$ cat src/verilog/zatr_pkg.sv
// Package of constants for the z-axis, thermal and aux result registers
package zatr_pkg;
    // Register indices; byte address is four times the index
    localparam logic [7:0] ZATR_IDX_Z_BYTE      = 8'h0A;
    localparam logic [7:0] ZATR_IDX_Z_UPPER     = 8'h12;
    localparam logic [7:0] ZATR_IDX_Z_LOWER     = 8'h13;
    localparam logic [7:0] ZATR_IDX_T_UPPER     = 8'h14;
    localparam logic [7:0] ZATR_IDX_T_LOWER     = 8'h15;
    localparam logic [7:0] ZATR_IDX_A_UPPER     = 8'h16;
    localparam logic [7:0] ZATR_IDX_A_LOWER     = 8'h17;
    localparam logic [7:0] ZATR_IDX_STATUS      = 8'h30;
    localparam logic [7:0] ZATR_IDX_MASK        = 8'h31;
    // Field layout
    localparam int         ZATR_SAMPLE_W        = 14;
    localparam int         ZATR_LOW_POS         = 2;
    localparam logic [7:0] ZATR_RESULT_RESET    = 8'h00;
    localparam logic [2:0] ZATR_MASK_RESET      = 3'h0;
    // Status bits: z ready, thermal new, aux new
    localparam int         ZATR_ST_Z_READY      = 0;
    localparam int         ZATR_ST_T_NEW        = 1;
    localparam int         ZATR_ST_A_NEW        = 2;
    localparam int         ZATR_ST_W            = 3;
endpackage

$ cat src/verilog/zatr_rd_if.sv
// Interface carrying decoded register reads from the bus slave to the core
`timescale 1ns/1ps
`default_nettype none
interface zatr_rd_if;
    logic       rd_pulse;
    logic [7:0] rd_index;
    logic [7:0] rd_data;
    modport slave (output rd_pulse, output rd_index, input rd_data);
    modport core  (input rd_pulse, input rd_index, output rd_data);
endinterface
`default_nettype wire

$ cat src/verilog/zatr_result_byte.sv
// Splits a 14-bit sign-extended sample into its upper and lower byte views
`timescale 1ns/1ps
`default_nettype none
module zatr_result_byte
    import zatr_pkg::*;
#(
    parameter int SAMPLE_W = ZATR_SAMPLE_W
) (
    // Sample in
    input  wire logic [SAMPLE_W-1:0] sample_i,
    // Byte views
    output logic      [7:0]          upper_o,
    output logic      [7:0]          lower_o
);
    // Eight MSBs whole, six LSBs shifted up, reserved bits zero
    assign upper_o = sample_i[SAMPLE_W-1 -: 8];
    assign lower_o = {sample_i[ZATR_LOW_POS*3-1:0], 2'h0};
endmodule
`default_nettype wire

$ cat src/verilog/zatr_readout.sv
// Top: Wishbone slave for the z-axis, thermal and aux result registers
//
// The Wishbone slave port is this design's own decision.
`timescale 1ns/1ps
`default_nettype none
module zatr_readout
    import zatr_pkg::*;
#(
    parameter int SAMPLE_W = ZATR_SAMPLE_W
) (
    // Clock and reset
    input  wire logic                clk_i,
    input  wire logic                rst_i,
    // Wishbone classic slave
    input  wire logic                wb_cyc_i,
    input  wire logic                wb_stb_i,
    input  wire logic                wb_we_i,
    input  wire logic [9:0]          wb_adr_i,
    input  wire logic [3:0]          wb_sel_i,
    input  wire logic [31:0]         wb_dat_i,
    output logic      [31:0]         wb_dat_o,
    output logic                     wb_ack_o,
    // Sample inputs, each taken when its strobe is high
    input  wire logic [SAMPLE_W-1:0] z_axis_sample_i,
    input  wire logic                z_axis_valid_i,
    input  wire logic [SAMPLE_W-1:0] thermal_sample_i,
    input  wire logic                thermal_valid_i,
    input  wire logic [SAMPLE_W-1:0] aux_conversion_sample_i,
    input  wire logic                aux_conversion_valid_i,
    // Status out
    output logic                     data_ready_o,
    output logic                     irq_o
);
    ////////////////////////////////////////////////////////////////////////
    // Bus slave: one-cycle ack, address decode
    zatr_rd_if rd ();
    logic            req;
    logic [7:0]      idx;
    logic            idx_ok;
    logic [31:0]     next_dat;

    assign req    = wb_cyc_i && wb_stb_i && !wb_ack_o;
    assign idx    = wb_adr_i[9:2];
    assign idx_ok = (wb_adr_i[1:0] == 2'h0);
    assign rd.rd_pulse = req && !wb_we_i && idx_ok;
    assign rd.rd_index = idx;

    // Ack drops the cycle after it is given
    always_ff @(posedge clk_i) begin
        if (rst_i) begin
            wb_ack_o <= 1'b0;
        end else begin
            wb_ack_o <= req;
        end
    end

    ////////////////////////////////////////////////////////////////////////
    // Stored samples
    logic [SAMPLE_W-1:0] z_hold;
    logic [SAMPLE_W-1:0] t_hold;
    logic [SAMPLE_W-1:0] a_hold;

    // Only sample strobes load these; bus writes never reach them
    always_ff @(posedge clk_i) begin
        if (rst_i) begin
            z_hold <= '0;
            t_hold <= '0;
            a_hold <= '0;
        end else begin
            if (z_axis_valid_i) begin
                z_hold <= z_axis_sample_i;
            end
            if (thermal_valid_i) begin
                t_hold <= thermal_sample_i;
            end
            if (aux_conversion_valid_i) begin
                a_hold <= aux_conversion_sample_i;
            end
        end
    end

    ////////////////////////////////////////////////////////////////////////
    // Byte views
    logic [7:0] z_up;
    logic [7:0] z_lo;
    logic [7:0] t_up;
    logic [7:0] t_lo;
    logic [7:0] a_up;
    logic [7:0] a_lo;

    zatr_result_byte #(.SAMPLE_W(SAMPLE_W)) u_z (
        .sample_i (z_hold),
        .upper_o  (z_up),
        .lower_o  (z_lo)
    );
    zatr_result_byte #(.SAMPLE_W(SAMPLE_W)) u_t (
        .sample_i (t_hold),
        .upper_o  (t_up),
        .lower_o  (t_lo)
    );
    zatr_result_byte #(.SAMPLE_W(SAMPLE_W)) u_a (
        .sample_i (a_hold),
        .upper_o  (a_up),
        .lower_o  (a_lo)
    );

    ////////////////////////////////////////////////////////////////////////
    // Paired read tracking: z upper read arms, the very next access decides
    logic pair_armed;
    logic pair_done;

    assign pair_done = rd.rd_pulse && pair_armed
                       && (rd.rd_index == ZATR_IDX_Z_LOWER);

    // Any other access between the two breaks the pair
    always_ff @(posedge clk_i) begin
        if (rst_i) begin
            pair_armed <= 1'b0;
        end else if (req) begin
            pair_armed <= rd.rd_pulse && (rd.rd_index == ZATR_IDX_Z_UPPER);
        end
    end

    ////////////////////////////////////////////////////////////////////////
    // Sticky status, mask, interrupt
    logic [ZATR_ST_W-1:0] status;
    logic [ZATR_ST_W-1:0] mask;
    logic [ZATR_ST_W-1:0] events;
    logic [ZATR_ST_W-1:0] w1c;
    logic                 wr_ok;

    assign wr_ok  = req && wb_we_i && idx_ok && wb_sel_i[0];
    assign events = {aux_conversion_valid_i, thermal_valid_i, z_axis_valid_i};
    assign w1c    = (wr_ok && idx == ZATR_IDX_STATUS) ? wb_dat_i[ZATR_ST_W-1:0] : '0;

    // Set beats clear; z ready also clears on the paired read
    always_ff @(posedge clk_i) begin
        if (rst_i) begin
            status <= '0;
        end else begin
            status <= events | (status & ~w1c);
            if (pair_done && !z_axis_valid_i) begin
                status[ZATR_ST_Z_READY] <= 1'b0;
            end
        end
    end

    // Mask and status (write-one-to-clear) are the only writable registers; result writes fall through
    always_ff @(posedge clk_i) begin
        if (rst_i) begin
            mask <= ZATR_MASK_RESET;
        end else if (wr_ok && idx == ZATR_IDX_MASK) begin
            mask <= wb_dat_i[ZATR_ST_W-1:0];
        end
    end

    // Registered outputs, one cycle behind the status
    always_ff @(posedge clk_i) begin
        if (rst_i) begin
            irq_o        <= 1'b0;
            data_ready_o <= 1'b0;
        end else begin
            irq_o        <= |(status & mask);
            data_ready_o <= status[ZATR_ST_Z_READY];
        end
    end

    ////////////////////////////////////////////////////////////////////////
    // Read mux
    function automatic logic [7:0] read_byte(input logic [7:0] i);
        unique case (i)
            ZATR_IDX_Z_BYTE:  read_byte = z_up;
            ZATR_IDX_Z_UPPER: read_byte = z_up;
            ZATR_IDX_Z_LOWER: read_byte = z_lo;
            ZATR_IDX_T_UPPER: read_byte = t_up;
            ZATR_IDX_T_LOWER: read_byte = t_lo;
            ZATR_IDX_A_UPPER: read_byte = a_up;
            ZATR_IDX_A_LOWER: read_byte = a_lo;
            ZATR_IDX_STATUS:  read_byte = {5'h00, status};
            ZATR_IDX_MASK:    read_byte = {5'h00, mask};
            default:          read_byte = ZATR_RESULT_RESET;
        endcase
    endfunction

    assign rd.rd_data = read_byte(idx);

    // Unmapped or misaligned reads answer zero
    always_comb begin
        next_dat = 32'h0000_0000;
        if (req && !wb_we_i && idx_ok) begin
            next_dat = {24'h00_0000, rd.rd_data};
        end
    end

    always_ff @(posedge clk_i) begin
        if (rst_i) begin
            wb_dat_o <= 32'h0000_0000;
        end else begin
            wb_dat_o <= next_dat;
        end
    end
endmodule
`default_nettype wire

$ cat config.mk
export PLATFORM = sky130hd
export DESIGN_NAME = zatr_readout
export DESIGN_NICKNAME = d
export VERILOG_FILES = /design/src/verilog/zatr_pkg.sv /design/src/verilog/zatr_rd_if.sv /design/src/verilog/zatr_result_byte.sv /design/src/verilog/zatr_readout.sv
export SDC_FILE = /design/constraint.sdc
export NUM_CORES = 1
export LEC_CHECK = 0
export CAP_MARGIN = 20
export CORE_MARGIN = 4
export CORE_UTILIZATION = 59
export CTS_BUF_LIST = sky130_fd_sc_hd__clkbuf_8
export DETAILED_ROUTE_END_ITERATION = 8
export DONT_BUFFER_PORTS = 1
export PLACE_DENSITY = 0.75
export SETUP_SLACK_MARGIN = 0.5
export SYNTH_ARGS = -nofsm -noshare
export SYNTH_HDL_FRONTEND = slang
export SYNTH_SLANG_ARGS = --single-unit
export TNS_END_PERCENT = 50
$ cat constraint.sdc
create_clock -name clk_i -period 1.35 [get_ports clk_i]
set_clock_uncertainty 0.15 [all_clocks]
set_input_delay 0.135 -clock clk_i [delete_from_list [all_inputs] [get_ports clk_i]]
set_output_delay 0.135 -clock clk_i [all_outputs]
set_load 0.03 [all_outputs]
==> impl_results.md <==
- Outcome: finished with violations
- Failing checks: hold timing, setup timing
- Cell Rows: 24
- Final setup TNS: -1200 ps
- Cell taking the most area after synthesis: dfxtp_1
- Worst Hold Class: primary input to register
- Ports: 131
- Required time worst endpoint: 1420 ps
- Top post-synthesis cells by area: dfxtp_1 44%, mux2i_1 19%, nor2_1 7.4%
- Die Area: 5790 µm²
- 1st-pass router iterations: 4
- Most frequent cells in the layout: 54 x nor2_1, 52 x mux2i_1, 52 x dfxtp_1
- Most common cell after layout, fill and taps aside: nor2_1
- Syn Std Cell Area: 2730 µm²
- Worst r2r path cells: 4
- Syn Area/Cell: 9.73 µm²
- Root buffer cell: clkbuf_8
- Slowest stage delay, CP: 340 ps
- CTS tree: built
- Synth Instances: 281
- CP max FO: 4
- Clock H-tree levels: 3
- Final Hold Vio Count: 60
- Dpl cells: 328
- Worst Hold Depth: 1
- Die Y: 76.1 µm
- Fraction of layout cells with a size suffix above 1: 19.6%
- Port Buffers: 0
- Worst-Skew Late Latency: 330 ps
- Critical hold path startpoint: rst_i
- Critical Path AT: 1570 ps
- Minimum clock period after layout: 1500 ps
- Crit path cell chain: and3b_2 > nand2_4 > and2b_2 > a221o_1
- Pre-CTS setup slack: -141 ps
- Routed via count: 2002
- Avg WL per Cell: 17.9 µm
- Final std cells w/o fill: 348
- DIE WIDTH: 76.1 µm
- GR Overflow Total: 0
- Clock Path Buffers: 2
- Via count of the first global-routing pass: 1985
- Global-route wire length before repair: 9830 µm
- Final worst-path cycle share: 111%
- Register bit total from synthesis: 60
- Final setup violation count: 14
- Initial antenna violation count: 0
- GRT Util Overall: 21.4%
- Total CTS buffers: 9
- Final GP Congestion: 0.840
- Largest net degree at the start of global routing: 54
- Post-Layout Inst Area: 3070 µm²
- Overall power: 3.53 mW
- Max Freq: 0.667 GHz
- Final WL: 6220 µm
- Fillers: 341
- Critical Path Start Type: register
- Placed cell area: 2770 µm²
- Half-perimeter wire length after placement: 4480 µm
- Post-synth cell types: 42
- Seq/Total Area, Yosys: 43.9%
- Crit path kind: register to register
- YS warnings: 0
- Drt drc: 0
- CP delay by family, top: simple AND/OR/NAND/NOR gates
- Worst r2r src: wb_ack_o
- Fin Hold WS: -292 ps
- Worst path slowest cell: dfxtp_4
- Remaining antenna violation count: 0
- CP Capture Type: register
- Yosys top cell area share: 43.9%
- Reg-to-reg endpoint: wb_dat_o[4]
- Diode count: 0
- Initial core utilization: 61.9%
- Crit path from: wb_ack_o
- P&R area growth vs syn: 12.1%
- CTS sink count: 60
- PnR worst setup slack: -149 ps
- Power density over the cells: 1150 nW/µm²
- Routed vias/inst: 5.75
- R2R setup slack: -150 ps
- Hold endpoint: irq_o
- Leakage power total: 1.33 nW
- Max-slew violation total from the final report: 0
- Clock-pin slew on the worst setup and hold paths: 60 ps
- Final nets: 389
- Unrepaired setup endpoints after global routing: yes
- Peak supply drop: 919 µV
- Drt first-iter violations: 97
- Util after Layout: 69.4%
- Core area: 4410 µm²
- Max-cap violation count: 0
- Buf/Inv on CP: 0
[metal layers]
layer | vias to the layer above | global-route usage (%) | routed length (µm)
li1 | 965 | - | -
met5 | - | 0 | 0
met4 | 0 | 8.39 | 146
met2 | 90 | 35.6 | 3090
met1 | 934 | 23.3 | 2350
met3 | 13 | 10.4 | 638
[cell type report]
class	instances	area, µm²	share of cell area (%)
clock inverter	4	20.0	0.653
timing repair buffer	17	139	4.53
sequential	60	1220	39.8
tap	52	65.1	2.12
inverter	5	18.8	0.612
clock buffer	10	138	4.49
multi-input combinational	200	1460	47.8
[synthesized netlist by cell type (all sizes together)]
master	number
a221oi	1
and2	1
nor3	1
xor2	1
o2bb2ai	1
mux4	2
or3	2
and3	1
dfxtp	60
and3b	1
mux2	1
and4	2
buf	30
nor2	54
inv	5
a21oi	4
a221o	4
clkbuf	9
nor2b	2
nor4b	1
and4b	2
o21ai	8
nor4	4
a22oi	2
mux2i	52
nand3	4
conb	1
nand4bb	1
nand4	3
a31o	1
and2b	2
a222oi	2
nand2	9
a32oi	1
nand3b	1
a31oi	2
or4b	1
a311oi	2
[what timing repair did]
| action | CTS | global route |
|---|---|---|
| endpoints found under the setup margin | 28 | 28 |
| endpoints found under the hold margin | 60 | 60 |
| buffers inserted | 5 | 1 |
| resized for setup | 13 | 11 |
| pin swaps | 7 | 7 |
[where the power goes]
group          switching, mW  leakage (nW)  internal (mW)
registers             0.0483         0.498           1.85
clock network          0.623        0.0866          0.677
logic                  0.182         0.742          0.149
total                  0.852          1.33           2.68
[worst max-delay path by stage]
stage               slack (ps)  depth (start not counted)           to
floorplan                 -140                          4  wb_dat_o[6]
global placement          -130                          4  wb_dat_o[6]
detailed placement        -140                          4  wb_dat_o[6]
CTS                       -130                          4  wb_dat_o[6]
global route              -180                          4  wb_dat_o[6]
finish                    -150                          4  wb_dat_o[4]
[logic make-up after synthesis]
group                     count (synthesis)  synth area share (%)
other                                     1                 0.137
muxes                                    55                  21.1
xor gates and xnor gates                  1                 0.320
buffers and inverters                    44                  9.84
AOI/OAI and AO/OA                        28                  7.32
DFF                                      60                  43.9
and+or+nand+nor                          92                  17.3
[state kept, by name (all words and copies together), names as in the netlist]
signal / flops
irq_o: 1
a_hold: 14
data_ready_o: 1
z_hold: 14
t_hold: 14
status: 3
pair_armed: 1
wb_dat_o: 8
mask: 3
wb_ack_o: 1
(Power assumes the default switching activity.)
